[src/gmc_defines.svh]
`ifndef GMC_DEFINES_SVH
`define GMC_DEFINES_SVH

// Register offsets
`define GMC_OFF_CMD_L1 8'h04
`define GMC_OFF_READY_CODE 8'h05
`define GMC_OFF_GCI_MODE 8'h06
`define GMC_OFF_MON_CTRL 8'h07
`define GMC_OFF_MON_RX 8'h08
`define GMC_OFF_MON_TX 8'h09
`define GMC_OFF_MON_STATUS 8'h14
`define GMC_OFF_CI_IND 8'h15

// Reset values
`define GMC_RST_GCI_MODE 8'h00
`define GMC_RST_MON_CTRL 4'h0
`define GMC_RST_MON_DATA 8'hFF
`define GMC_RST_CMD_L1 4'hF
`define GMC_RST_READY_CODE 4'hC
`define GMC_RST_STATUS 4'h0

// GCI mode command fields
`define GMC_GCR_MAC 7
`define GMC_GCR_TLP 4
`define GMC_GCR_GCI_REMOTE_LOOPBACK 3
`define GMC_GCR_SPU 2
`define GMC_GCR_PD 1
`define GMC_GCR_GE 0

// Monitor control fields
`define GMC_MOC_MONITOR_RX_IRQ_EN 3
`define GMC_MOC_MRC 2
`define GMC_MOC_MONITOR_TX_IRQ_EN 1
`define GMC_MOC_MXC 0

// Monitor status fields
`define GMC_ST_MDR 3
`define GMC_ST_MER 2
`define GMC_ST_MDA 1
`define GMC_ST_MAB 0

// GCI frame layout, first bit on the line is bit 31
`define GMC_FR_LAST 5'd31
`define GMC_FR_B1 31:24
`define GMC_FR_B2 23:16
`define GMC_FR_MON 15:8
`define GMC_FR_D 7:6
`define GMC_FR_CI 5:2
`define GMC_FR_MR 1
`define GMC_FR_MX 0

// Indication and command codes
`define GMC_CI_DC 4'hF
`define GMC_CI_PU 4'h7
`define GMC_CI_AR 4'h8

// Frames without acknowledge before a monitor abort
`define GMC_ABORT_FRAMES 16

`endif

[src/gmc_pkg.sv]
`default_nettype none
package gmc_pkg;

  // Drive mode of the upstream data line
  typedef enum logic [3:0] {
    GMC_LINE_OFF = 4'b0001,
    GMC_LINE_LOW = 4'b0010,
    GMC_LINE_HIGH = 4'b0100,
    GMC_LINE_FRAME = 4'b1000
  } gmc_line_t;

  // Whole state of the block
  typedef struct packed {
    logic dcl_s1;
    logic dcl_s2;
    logic dcl_d;
    logic fsc_s1;
    logic fsc_s2;
    logic dd_s1;
    logic dd_s2;
    logic [4:0] bit_idx;
    logic [31:0] rx_sh;
    logic [31:0] tx_frame;
    logic up_out;
    logic up_oe;
    logic test_loopback;
    logic gci_remote_loopback;
    logic software_power_up;
    logic pd;
    logic ge;
    logic [3:0] monitor_control;
    logic [3:0] layer1_command_reg;
    logic [3:0] rc;
    logic [3:0] stat;
    logic [3:0] ci_ind;
    logic [7:0] monitor_transmit_data;
    logic [7:0] monitor_receive_data;
    logic [7:0] tx_wait;
    logic [7:0] rdata;
    logic tx_act;
    logic tx_sent;
    logic rx_act;
    logic prev_mx;
    logic indication_code_change_irq;
    logic rvalid;
  } gmc_state_t;

endpackage : gmc_pkg
`default_nettype wire

[src/gmc_monitor_control.sv]
`timescale 1ns/100ps
`default_nettype none
`include "gmc_defines.svh"

// How it works
// - GCI mode bit 7 shows monitor transmit busy
// - Test loopback joins lines, ignores downstream input
// - Remote loopback returns received 2B+D upstream
// - Power up alone drives upstream line low
// - Power down alone drives upstream line high
// - GCI enable turns off internal S/T layer
// - Receive enable gates byte and end flags
// - MR held high; first byte flagged only
// - Handshaked MR; every received byte flagged
// - Transmit enable gates acknowledge and abort flags
// - MX high, or handshaked when control set
// - GCI mode register at 06h, reset 00h
// - Monitor control at 07h, reset 00h
// - Monitor data registers reset to FFh
// - Read-to-clear monitor status, four event bits
// - Layer 1 command sent to transceiver in GCI
// - Decode idle 1111 and power up 0111
// - Ready code register, reset 0Ch, activation match
module gmc_monitor_control
  import gmc_pkg::*;
#(
  parameter int ABORT_FRAMES = `GMC_ABORT_FRAMES
) (
  // Clock and reset
  input wire logic mclk_i,
  input wire logic resetn_i,
  // Register port from the bulk transfer engine
  input wire logic [7:0] reg_addr_i,
  input wire logic reg_wr_i,
  input wire logic reg_rd_i,
  input wire logic [7:0] reg_wdata_i,
  output logic [7:0] reg_rdata_o,
  output logic reg_rvalid_o,
  // GCI bus
  input wire logic gci_clk_i,
  input wire logic gci_fsc_i,
  input wire logic downstream_data_line_i,
  output logic upstream_data_line_o,
  output logic upstream_data_line_oe_o,
  // Layer 1 status
  output logic gci_interface_on_o,
  output logic st_layer1_on_o,
  output logic monitor_tx_active_o,
  output logic indication_code_change_irq_o,
  output logic deactivation_confirm_o,
  output logic power_up_indication_o,
  output logic activation_ind_o
);

  // Constant reset image of the state
  function automatic gmc_state_t reset_value();
    gmc_state_t r;
    r = '0;
    r.monitor_transmit_data = `GMC_RST_MON_DATA;
    r.monitor_receive_data = `GMC_RST_MON_DATA;
    r.layer1_command_reg = `GMC_RST_CMD_L1;
    r.rc = `GMC_RST_READY_CODE;
    r.monitor_control = `GMC_RST_MON_CTRL;
    r.stat = `GMC_RST_STATUS;
    r.tx_frame = 32'hFFFFFFFF;
    r.prev_mx = 1'b1;
    r.up_out = 1'b1;
    return r;
  endfunction : reset_value

  // Tests one bit of the monitor control register
  function automatic logic moc_bit(input logic [3:0] moc, input int pos);
    moc_bit = moc[pos];
  endfunction : moc_bit

  localparam gmc_state_t ST_RESET = reset_value();
  localparam logic [7:0] ABORT_LAST = 8'(ABORT_FRAMES - 1);

  gmc_state_t st_ff;
  gmc_state_t nxt_st;
  logic dcl_rise;
  logic dcl_fall;
  logic rx_bit;
  logic [4:0] rx_idx;
  logic frame_end;
  logic [31:0] rx_full;
  logic rd_status;
  logic [4:0] tx_idx;
  gmc_line_t line_mode;

  // Link clock edges and received bit
  assign dcl_rise = st_ff.dcl_s2 & ~st_ff.dcl_d;
  assign dcl_fall = ~st_ff.dcl_s2 & st_ff.dcl_d;
  assign rx_bit = st_ff.test_loopback ? st_ff.up_out : st_ff.dd_s2;
  assign rx_idx = st_ff.fsc_s2 ? 5'd0 : 5'(st_ff.bit_idx + 5'd1);
  assign frame_end = dcl_rise & (rx_idx == `GMC_FR_LAST);
  assign rx_full = {st_ff.rx_sh[30:0], rx_bit};
  assign rd_status = reg_rd_i & (reg_addr_i == `GMC_OFF_MON_STATUS);
  assign tx_idx = 5'(`GMC_FR_LAST - 5'(st_ff.bit_idx + 5'd1));

  // Upstream line mode from power bits
  always_comb begin
    if (st_ff.software_power_up && !st_ff.pd) begin
      line_mode = GMC_LINE_LOW;
    end else if (!st_ff.software_power_up && st_ff.pd) begin
      line_mode = GMC_LINE_HIGH;
    end else if (st_ff.ge) begin
      line_mode = GMC_LINE_FRAME;
    end else begin
      line_mode = GMC_LINE_OFF;
    end
  end

  // Next state
  always_comb begin
    logic [3:0] sets;
    logic rmx;
    logic first;
    sets = 4'h0;
    rmx = rx_full[`GMC_FR_MX];
    first = 1'b0;
    nxt_st = st_ff;
    // Synchronisers and edge history
    nxt_st.dcl_s1 = gci_clk_i;
    nxt_st.dcl_s2 = st_ff.dcl_s1;
    nxt_st.dcl_d = st_ff.dcl_s2;
    nxt_st.fsc_s1 = gci_fsc_i;
    nxt_st.fsc_s2 = st_ff.fsc_s1;
    nxt_st.dd_s1 = downstream_data_line_i;
    nxt_st.dd_s2 = st_ff.dd_s1;
    nxt_st.indication_code_change_irq = 1'b0;
    nxt_st.rvalid = 1'b0;
    // Receive shift on rising link clock
    if (dcl_rise) begin
      nxt_st.bit_idx = rx_idx;
      nxt_st.rx_sh = rx_full;
    end
    // Frame complete: build next frame and run the monitor handshakes
    if (frame_end) begin
      nxt_st.tx_frame[`GMC_FR_B1] = st_ff.gci_remote_loopback ? rx_full[`GMC_FR_B1] : 8'hFF;
      nxt_st.tx_frame[`GMC_FR_B2] = st_ff.gci_remote_loopback ? rx_full[`GMC_FR_B2] : 8'hFF;
      nxt_st.tx_frame[`GMC_FR_D] = st_ff.gci_remote_loopback ? rx_full[`GMC_FR_D] : 2'b11;
      nxt_st.tx_frame[`GMC_FR_CI] = st_ff.layer1_command_reg;
      // Transmit side
      if (st_ff.tx_act && st_ff.tx_sent) begin
        if (!moc_bit(st_ff.monitor_control, `GMC_MOC_MXC)) begin
          nxt_st.tx_act = 1'b0;
        end else if (!rx_full[`GMC_FR_MR]) begin
          nxt_st.tx_act = 1'b0;
          sets[`GMC_ST_MDA] = moc_bit(st_ff.monitor_control, `GMC_MOC_MONITOR_TX_IRQ_EN);
        end else if (st_ff.tx_wait == ABORT_LAST) begin
          nxt_st.tx_act = 1'b0;
          sets[`GMC_ST_MAB] = moc_bit(st_ff.monitor_control, `GMC_MOC_MONITOR_TX_IRQ_EN);
        end else begin
          nxt_st.tx_wait = 8'(st_ff.tx_wait + 8'd1);
        end
      end else if (st_ff.tx_act) begin
        nxt_st.tx_sent = 1'b1;
      end
      nxt_st.tx_frame[`GMC_FR_MON] = nxt_st.tx_act ? st_ff.monitor_transmit_data : 8'hFF;
      nxt_st.tx_frame[`GMC_FR_MX] =
        ~(nxt_st.tx_act & moc_bit(st_ff.monitor_control, `GMC_MOC_MXC));
      // Receive side
      if (!rmx && st_ff.prev_mx) begin
        first = ~st_ff.rx_act;
        nxt_st.rx_act = 1'b1;
        nxt_st.monitor_receive_data = rx_full[`GMC_FR_MON];
        sets[`GMC_ST_MDR] = moc_bit(st_ff.monitor_control, `GMC_MOC_MONITOR_RX_IRQ_EN) &
          (moc_bit(st_ff.monitor_control, `GMC_MOC_MRC) | first);
      end else if (rmx && st_ff.prev_mx && st_ff.rx_act) begin
        nxt_st.rx_act = 1'b0;
        sets[`GMC_ST_MER] = moc_bit(st_ff.monitor_control, `GMC_MOC_MONITOR_RX_IRQ_EN);
      end
      nxt_st.prev_mx = rmx;
      nxt_st.tx_frame[`GMC_FR_MR] =
        moc_bit(st_ff.monitor_control, `GMC_MOC_MRC) ? rmx : 1'b1;
      // Indication code change
      if (st_ff.ge && (rx_full[`GMC_FR_CI] != st_ff.ci_ind)) begin
        nxt_st.ci_ind = rx_full[`GMC_FR_CI];
        nxt_st.indication_code_change_irq = 1'b1;
      end
    end
    // Upstream line: frame bits changed on falling link clock, fixed levels set at once
    case (line_mode)
      GMC_LINE_LOW: begin
        nxt_st.up_out = 1'b0;
        nxt_st.up_oe = 1'b1;
      end
      GMC_LINE_HIGH: begin
        nxt_st.up_out = 1'b1;
        nxt_st.up_oe = 1'b1;
      end
      GMC_LINE_FRAME: begin
        nxt_st.up_oe = 1'b1;
        if (dcl_fall) begin
          nxt_st.up_out = st_ff.tx_frame[tx_idx];
        end
      end
      default: begin
        nxt_st.up_out = 1'b1;
        nxt_st.up_oe = 1'b0;
      end
    endcase
    // Register writes
    if (reg_wr_i) begin
      if (reg_addr_i == `GMC_OFF_GCI_MODE) begin
        nxt_st.test_loopback = reg_wdata_i[`GMC_GCR_TLP];
        nxt_st.gci_remote_loopback = reg_wdata_i[`GMC_GCR_GCI_REMOTE_LOOPBACK];
        nxt_st.software_power_up = reg_wdata_i[`GMC_GCR_SPU];
        nxt_st.pd = reg_wdata_i[`GMC_GCR_PD];
        nxt_st.ge = reg_wdata_i[`GMC_GCR_GE];
      end else if (reg_addr_i == `GMC_OFF_MON_CTRL) begin
        nxt_st.monitor_control = reg_wdata_i[3:0];
      end else if (reg_addr_i == `GMC_OFF_MON_TX) begin
        nxt_st.monitor_transmit_data = reg_wdata_i;
        nxt_st.tx_act = 1'b1;
        nxt_st.tx_sent = 1'b0;
        nxt_st.tx_wait = 8'h00;
      end else if (reg_addr_i == `GMC_OFF_CMD_L1) begin
        nxt_st.layer1_command_reg = reg_wdata_i[3:0];
      end else if (reg_addr_i == `GMC_OFF_READY_CODE) begin
        nxt_st.rc = reg_wdata_i[3:0];
      end
    end
    // Status: read clears, a new event wins
    nxt_st.stat = (rd_status ? 4'h0 : st_ff.stat) | sets;
    // Register reads
    if (reg_rd_i) begin
      nxt_st.rvalid = 1'b1;
      if (reg_addr_i == `GMC_OFF_GCI_MODE) begin
        nxt_st.rdata = {st_ff.tx_act, 2'b00, st_ff.test_loopback, st_ff.gci_remote_loopback,
          st_ff.software_power_up, st_ff.pd, st_ff.ge};
      end else if (reg_addr_i == `GMC_OFF_MON_CTRL) begin
        nxt_st.rdata = {4'h0, st_ff.monitor_control};
      end else if (reg_addr_i == `GMC_OFF_MON_RX) begin
        nxt_st.rdata = st_ff.monitor_receive_data;
      end else if (reg_addr_i == `GMC_OFF_MON_TX) begin
        nxt_st.rdata = st_ff.monitor_transmit_data;
      end else if (reg_addr_i == `GMC_OFF_CMD_L1) begin
        nxt_st.rdata = {4'h0, st_ff.layer1_command_reg};
      end else if (reg_addr_i == `GMC_OFF_READY_CODE) begin
        nxt_st.rdata = {4'h0, st_ff.rc};
      end else if (reg_addr_i == `GMC_OFF_MON_STATUS) begin
        nxt_st.rdata = {4'h0, st_ff.stat};
      end else if (reg_addr_i == `GMC_OFF_CI_IND) begin
        nxt_st.rdata = {4'h0, st_ff.ci_ind};
      end else begin
        nxt_st.rdata = 8'h00;
      end
    end
  end

  // State register
  always_ff @(posedge mclk_i) begin
    if (!resetn_i) begin
      st_ff <= ST_RESET;
    end else begin
      st_ff <= nxt_st;
    end
  end

  // Outputs
  assign reg_rdata_o = st_ff.rdata;
  assign reg_rvalid_o = st_ff.rvalid;
  assign upstream_data_line_o = st_ff.up_out;
  assign upstream_data_line_oe_o = st_ff.up_oe;
  assign gci_interface_on_o = st_ff.ge;
  assign st_layer1_on_o = ~st_ff.ge;
  assign monitor_tx_active_o = st_ff.tx_act;
  assign indication_code_change_irq_o = st_ff.indication_code_change_irq;
  assign deactivation_confirm_o = st_ff.ge & (st_ff.ci_ind == `GMC_CI_DC);
  assign power_up_indication_o = st_ff.ge & (st_ff.ci_ind == `GMC_CI_PU);
  assign activation_ind_o = st_ff.ge & (st_ff.ci_ind == st_ff.rc);

  // Checks
  property p_mac_read;
    @(posedge mclk_i) disable iff (!resetn_i)
    (reg_rd_i && reg_addr_i == `GMC_OFF_GCI_MODE) |=> reg_rdata_o[7] == $past(st_ff.tx_act) && reg_rvalid_o;
  endproperty
  a_mac_read: assert property (p_mac_read) else $error("busy flag misread");

  property p_test_loop;
    @(posedge mclk_i) disable iff (!resetn_i)
    (st_ff.test_loopback && dcl_rise) |=> st_ff.rx_sh[0] == $past(st_ff.up_out);
  endproperty
  a_test_loop: assert property (p_test_loop) else $error("test loopback not looped");

  property p_remote_loop;
    @(posedge mclk_i) disable iff (!resetn_i)
    (st_ff.gci_remote_loopback && frame_end) |=> st_ff.tx_frame[`GMC_FR_B1] == $past(rx_full[`GMC_FR_B1])
      && st_ff.tx_frame[`GMC_FR_D] == $past(rx_full[`GMC_FR_D]);
  endproperty
  a_remote_loop: assert property (p_remote_loop) else $error("remote loopback lost data");

  property p_power_low;
    @(posedge mclk_i) disable iff (!resetn_i)
    (st_ff.software_power_up && !st_ff.pd)[*2] |-> !upstream_data_line_o && upstream_data_line_oe_o;
  endproperty
  a_power_low: assert property (p_power_low) else $error("upstream not pulled low");

  property p_power_high;
    @(posedge mclk_i) disable iff (!resetn_i)
    (!st_ff.software_power_up && st_ff.pd)[*2] |-> upstream_data_line_o && upstream_data_line_oe_o;
  endproperty
  a_power_high: assert property (p_power_high) else $error("upstream not driven high");

  property p_layer1_off;
    @(posedge mclk_i) disable iff (!resetn_i)
    gci_interface_on_o |-> !st_layer1_on_o ##1 upstream_data_line_oe_o;
  endproperty
  a_layer1_off: assert property (p_layer1_off) else $error("S/T layer on with GCI");

  property p_rx_masked;
    @(posedge mclk_i) disable iff (!resetn_i)
    (!st_ff.monitor_control[`GMC_MOC_MONITOR_RX_IRQ_EN] && !rd_status) |=> st_ff.stat[3:2] == $past(st_ff.stat[3:2]);
  endproperty
  a_rx_masked: assert property (p_rx_masked) else $error("masked receive flag set");

  property p_tx_masked;
    @(posedge mclk_i) disable iff (!resetn_i)
    (!st_ff.monitor_control[`GMC_MOC_MONITOR_TX_IRQ_EN] && !rd_status) |=> st_ff.stat[1:0] == $past(st_ff.stat[1:0]);
  endproperty
  a_tx_masked: assert property (p_tx_masked) else $error("masked transmit flag set");

  property p_mr_high;
    @(posedge mclk_i) disable iff (!resetn_i)
    (!st_ff.monitor_control[`GMC_MOC_MRC] && frame_end) |=> st_ff.tx_frame[`GMC_FR_MR];
  endproperty
  a_mr_high: assert property (p_mr_high) else $error("MR bit not held high");

  property p_mx_high;
    @(posedge mclk_i) disable iff (!resetn_i)
    (!st_ff.monitor_control[`GMC_MOC_MXC] && frame_end) |=> st_ff.tx_frame[`GMC_FR_MX];
  endproperty
  a_mx_high: assert property (p_mx_high) else $error("MX bit not held high");

  property p_tx_start;
    @(posedge mclk_i) disable iff (!resetn_i)
    (reg_wr_i && reg_addr_i == `GMC_OFF_MON_TX) |=> monitor_tx_active_o && st_ff.monitor_transmit_data == $past(reg_wdata_i);
  endproperty
  a_tx_start: assert property (p_tx_start) else $error("transmit not started");

  property p_status_clear;
    @(posedge mclk_i) disable iff (!resetn_i)
    (rd_status && !frame_end) |=> st_ff.stat == 4'h0 && reg_rvalid_o && reg_rdata_o == {4'h0, $past(st_ff.stat)};
  endproperty
  a_status_clear: assert property (p_status_clear) else $error("status not cleared");

endmodule : gmc_monitor_control
`default_nettype wire

[config.mk]
export PLATFORM = sky130hd
export DESIGN_NAME = gmc_monitor_control
export DESIGN_NICKNAME = d
export VERILOG_FILES = /design/src/gmc_pkg.sv /design/src/gmc_monitor_control.sv
export VERILOG_INCLUDE_DIRS = /design/src
export SDC_FILE = /design/constraint.sdc
export NUM_CORES = 1
export LEC_CHECK = 0
export BUFFER_PORTS_ARGS = -buffer_cell sky130_fd_sc_hd__buf_2
export CAP_MARGIN = 20
export CORE_MARGIN = 1.5
export CORE_UTILIZATION = 35
export CTS_CLUSTER_DIAMETER = 120
export CTS_CLUSTER_SIZE = 8
export DETAILED_ROUTE_END_ITERATION = 8
export PLACE_DENSITY = 0.52
export SYNTH_ARGS = -nofsm -noshare
export SYNTH_HDL_FRONTEND = slang
export SYNTH_SLANG_ARGS = --single-unit
[constraint.sdc]
create_clock -name mclk_i -period 2.8 [get_ports mclk_i]
set_clock_uncertainty 0.2 [all_clocks]
set_input_delay 0.14 -clock mclk_i [delete_from_list [all_inputs] [get_ports mclk_i]]
set_output_delay 0.14 -clock mclk_i [all_outputs]
set_load 0.005 [all_outputs]
* Yosys cells after proc, flatten, opt, wreduce, memory -nomap -nowiden
Index checks and enable logic that the tools add are counted.
Word-level totals: output and inout bits 18, register bits after elaboration 140, input bits 23
Cells by class: reductions and logical operators 20, magnitude comparators 1, mux-type cells 57, equal/unequal tests 18, add/sub/neg operators 3, bitwise gates (word level) 20
Operators by type and width (number):
- 8-bit two-way mux | 16
- 4-bit two-way mux | 9
- 8-bit by 3-bit == test with 1-bit output, second input constant | 4
- 8-bit by 4-bit == test with 1-bit output, second input constant | 3
- 1-bit two-way mux | 21
- 8-bit by 5-bit == test with 1-bit output, second input constant | 2
- 2-bit two-way mux | 7
- 5-bit two-way mux | 2
- 2-bit AND reduction | 5
- 1-bit AND | 9
- 1-bit NOT | 9
- 8-bit by 1-bit adder with 8-bit output, second input constant | 1
- 4-bit by 3-bit == test with 1-bit output, second input constant | 2
- 4-bit == test, second input constant | 2
- 1-bit logical AND | 7
- 5-bit by 6-bit < comparator with 1-bit output, second input constant | 1
- 2-bit case mux with 3 select lines | 1
- 6-bit AND reduction | 1
- 5-bit by 1-bit adder with 5-bit output, second input constant | 1
- 1-bit binary-select mux with 5-bit select | 1
- 5-bit == test, second input constant | 1
- 5-bit AND reduction | 1
- 5-bit subtractor, first input constant | 1
- 4-bit by 2-bit == test with 1-bit output, second input constant | 1
- other kinds (9) | 11

* Logic depth before layout (Yosys ltp)
depth after elaboration 11, mapped depth 9

* Least setup slack after synthesis
No wires, ideal clock.
path type reg2reg, start point reg st_ff[130] in the netlist's numbering, end point reg st_ff (netlist bit upstream_data_line_o), path slack 0.578 ns, cell stages (with the launch flop) 8, arrival time 1.893 ns, setup time 0.130 ns, path buffers 0, cells stage by stage dfxtp_1 -> ha_1 -> xnor2_2 -> mux4_1 -> mux2i_1 -> o2111ai_1 -> nand2_1 -> a21oi_1
On the way: word-level cells in the longest chain between the ends 6
Ends and longest elaborated chain:
- start, declared | line gmc_monitor_control.sv:79 | gmc_state_t st_ff;
- start signal, assigned | line gmc_monitor_control.sv:258 | st_ff <= nxt_st;
- 5-bit by 1-bit adder with 5-bit output | line gmc_monitor_control.sv:99 | assign tx_idx = 5'(`GMC_FR_LAST - 5'(st_ff.bit_idx + 5'd1));
- 5-bit subtractor (no source line)
- 1-bit binary-select mux with 5-bit select | line gmc_monitor_control.sv:196 | nxt_st.up_out = st_ff.tx_frame[tx_idx];
- 1-bit two-way mux (implied by the code) | line gmc_monitor_control.sv:196
- 1-bit two-way mux | line gmc_monitor_control.sv:195 | if (dcl_fall) begin
- 2-bit case mux with 3 select lines | line gmc_monitor_control.sv:184 | case (line_mode)
No other way between the ends. The select of a mux whose other input is x is not followed. A chain may end at the register's enable or synchronous reset.

* Final worst setup path
start point reg st_ff[130] in the netlist's numbering, end point reg st_ff[18] in the netlist's numbering
On the way: word-level cells in the longest chain between the ends 9
Ends and longest elaborated chain:
- 5-bit by 1-bit adder with 5-bit output * | line gmc_monitor_control.sv:95 | assign rx_idx = st_ff.fsc_s2 ? 5'd0 : 5'(st_ff.bit_idx + 5'd1);
- 5-bit two-way mux * | line gmc_monitor_control.sv:95
- 5-bit == test (no source line) *
- 1-bit AND * | line gmc_monitor_control.sv:96 | assign frame_end = dcl_rise & (rx_idx == `GMC_FR_LAST);
- 8-bit two-way mux * | line gmc_monitor_control.sv:139 | if (frame_end) begin
- 8-bit two-way mux | line gmc_monitor_control.sv:214 | end else if (reg_addr_i == `GMC_OFF_MON_TX) begin
- 8-bit two-way mux | line gmc_monitor_control.sv:212 | end else if (reg_addr_i == `GMC_OFF_MON_CTRL) begin
- 8-bit two-way mux | line gmc_monitor_control.sv:206 | if (reg_addr_i == `GMC_OFF_GCI_MODE) begin
- 8-bit two-way mux * | line gmc_monitor_control.sv:205 | if (reg_wr_i) begin
Every way passes the cells marked *; elsewhere a longest branch is shown, timed or not.

==> results.toml <==
[layout]
seqCellArea_um2 = 2803
final_area_um2 = 7361
antenna_cells = 0
drive_gt1_share_pct = 14.23
multiInputGateArea_um2 = 3118
fillerInstances = 1667
final_nets = 764
syn_to_final_growth_pct = 18.32

[floorplan]
design.portCount = 41
design.core.area_um2 = 17360
die_area_um2 = 18580
die_y_um = 136.3
dieWidth_um = 136.3
start_util_pct = 35.84
num_rows = 48

[yosys]
synth.distinct_cells = 59
yosys_warnings = 0
ys_ff_latch = 140
synth_ff_type = "dfxtp_1"
synth_edf_count = 0
synth_area_um2 = 6221
syn_nets = 730
synth_seq_area_share_pct = 45.05
ys_async_sr_fraction_pct = 0
avgSynthCellArea_um2 = 8.824
syn_inst = 705

[outcome]
run_status = "completed"

[pwr]
power.total_mw = 4.557
leakagePower_nw = 2.870
powerDensity_nw_per_um2 = 619.1
vdd_drop_max_mv = 0.3490

[setup_path]
startpoint_type = "flip-flop"
path_delay_family = "simple AND/OR/NAND/NOR gates"
reg2reg_setup_slack_ns = 0.23
r2r_start = "st_ff[130]"
timing.critical_path.depth = 7
r2r_cells = 7
worstPathCellList = "ha_1 -> xnor2_2 -> nand4bb_1 -> a21oi_4 -> nand4_4 -> or3b_1 -> a21oi_1"
cp_num_buf_inv = 0
cp_slowest_cell = "a21oi_4"
cp-end-kind = "flip-flop"
arrival_ns = 2.72
reg2reg_to = "st_ff[18]"
worst-path-max-fanout = 13
required_ns = 2.95
path_class = "reg -> reg"
slowest_delay_ns = 0.42

[grt]
grt_start_max_net_pins = 99
grt_pass1_wl_mm = 25.15
grt-ovfl-total = 0
grt.total_usage_pct = 17.66
antenna_found_initial = 0
grt_pass1_vias = 4800

[route]
detail-route-antenna-nets = 0
viasPerCell = 5.237
num_vias = 5117
drc = 0
first_iter_violations = 387
dr.pass1.iters = 7
routedWlPerCell_um = 16.01
wirelength_mm = 15.65

[min_path]
min-delay-path-class = "in -> reg"
min_path_cells = 3
hold-path-endpoint = "monitor_tx_active_o"
holdCritStartpoint = "reg_wr_i"

[timing]
period_needed_ns = 2.575
fin_hold_ws_ns = 0.08214
slew_violations = 0
slew_headroom_pct = 65.64
fmax_ghz = 0.3884
rsz0062_at_grt = "false"
worstMarginPinSlew_ns = 0.5101
setup_tns_ns = 0
finalSetupViolCount = 0
finalHoldViolCount = 0
min_period_over_period_pct = 91.95

[placed_design]
gp_congestion = 0.8205
dpl_cell_area_um2 = 6604
hpwlAfterDp_mm = 10.76
io_buffer_count = 40

[clocking]
clk_latency_ns = 0.43
clkSinkCount = 140
cts_tree = "yes"
cts_buffer_depth = 2
post_cts_buffers = 0
htree_levels = 4
cts_buffers = 17
ctsRootBufferMaster = "clkbuf_16"
clk_pin_slew_ns = 0.06

[run]
maxCapViolCount = 0
## worst max path at each step
| stage | start | end | slack [ns] |
|---|---|---|---|
| floorplan | st_ff[130] | upstream_data_line_o | 0.58 |
| global route | st_ff[130] | st_ff[18] | 0.11 |
| finish | st_ff[130] | st_ff[18] | 0.23 |
| global placement | st_ff[130] | st_ff[45] | 0.27 |
| CTS | st_ff[130] | st_ff[45] | 0.16 |
| detailed placement | st_ff[130] | st_ff[45] | 0.18 |
## cell type report
| class | instances | area share (%) |
|---|---|---|
| Timing Repair Buffer | 71 | 6.527 |
| Multi-Input combinational cell | 495 | 42.36 |
| Inverter | 14 | 0.7139 |
| Sequential cell | 140 | 38.08 |
| Clock inverter | 12 | 2.295 |
| Clock buffer | 20 | 6.204 |
| Tap cell | 225 | 3.825 |
## registers in the layout (all words and copies together) (netlist names), 4 cells and up
name and cells:
nxt_st 4, reg_rdata_o 8, rx_full 31, st_ff 91
## tightest hold or removal path: stages
cell and delay (ns):
buf_2 0.15, nand3_2 0.25, a21boi_0 0.13
## synth_stat cells, drive strengths merged, types with 8 or more instances
master / instances / area share [%]
nand2: 155 / 9.4
clkbuf: 38 / 2.3
o22ai: 9 / 0.91
nor2b: 20 / 2.0
a21oi: 21 / 1.7
xor2: 8 / 1.1
mux4: 8 / 3.1
mux2i: 27 / 4.3
and2: 9 / 0.91
dfxtp: 140 / 45
buf: 18 / 1.9
nor2: 12 / 0.72
or3: 9 / 0.91
a21boi: 41 / 4.9
nand3: 38 / 3.2
and3: 11 / 1.1
nand3b: 19 / 2.3
o21ai: 30 / 2.4
inv: 14 / 0.84
## per-stage QoR
stage	utilization [%]	instances	setup slack, ns
2_1_floorplan	-	705	0.5779
3_3_place_gp	38.05	932	0.2701
3_5_place_dp	38.05	932	0.1827
4_1_cts	42.40	977	0.1614
5_1_grt	42.41	977	0.1074
6_report	42.41	977	0.2253
## cells by family (layout without fill, tap and decap cells)
kind of cell | Yosys count | in the layout | synth area share [%]
compound gates | 138 | 138 | 15.00
mux | 37 | 37 | 7.844
buf+inv | 70 | 117 | 5.008
fa+ha+maj | 2 | 2 | 0.4022
flops | 140 | 140 | 45.05
xor+xnor | 14 | 14 | 2.092
simple gates | 304 | 304 | 24.60
## per-layer routing
layer  vias to the layer above  wire length [µm]  global-route usage (%)
li1                       2528                 -                       -
met1                      2447              7518                   23.07
met2                       109              7130                   27.58
met3                        33               574                   4.176
met4                         0               423                   8.038
met5                         -                 0                       0
## report_power, final
group	total, mW	internal [mW]	switching, mW
logic	0.161	0.0651	0.0955
registers	2.01	2.00	0.00560
clock network	2.39	1.53	0.860
total	4.56	3.60	0.961
## what timing repair did
item	in CTS	in global routing
resized for setup	0	1
hold buffers	13	0
endpoints found under the hold margin	62	0
endpoints found under the setup margin	0	1
## cell usage in the layout (no fill, tap or decap), types with 6 or more instances in the layout
cell type / instances
nand3b_1: 19
a21oi_1: 20
xor2_1: 8
buf_4: 18
nand2b_1: 6
mux2i_1: 27
a21boi_0: 41
dlygate4sd3_1: 13
o21ai_0: 30
o22ai_1: 9
dfxtp_1: 140
nor2b_1: 19
or3_1: 9
inv_1: 14
and3_1: 10
clkbuf_16: 17
nand3_1: 36
buf_2: 39
nor2_1: 12
and2_1: 9
nand2_1: 155
No activity file was read; power rests on OpenSTA's default activity.
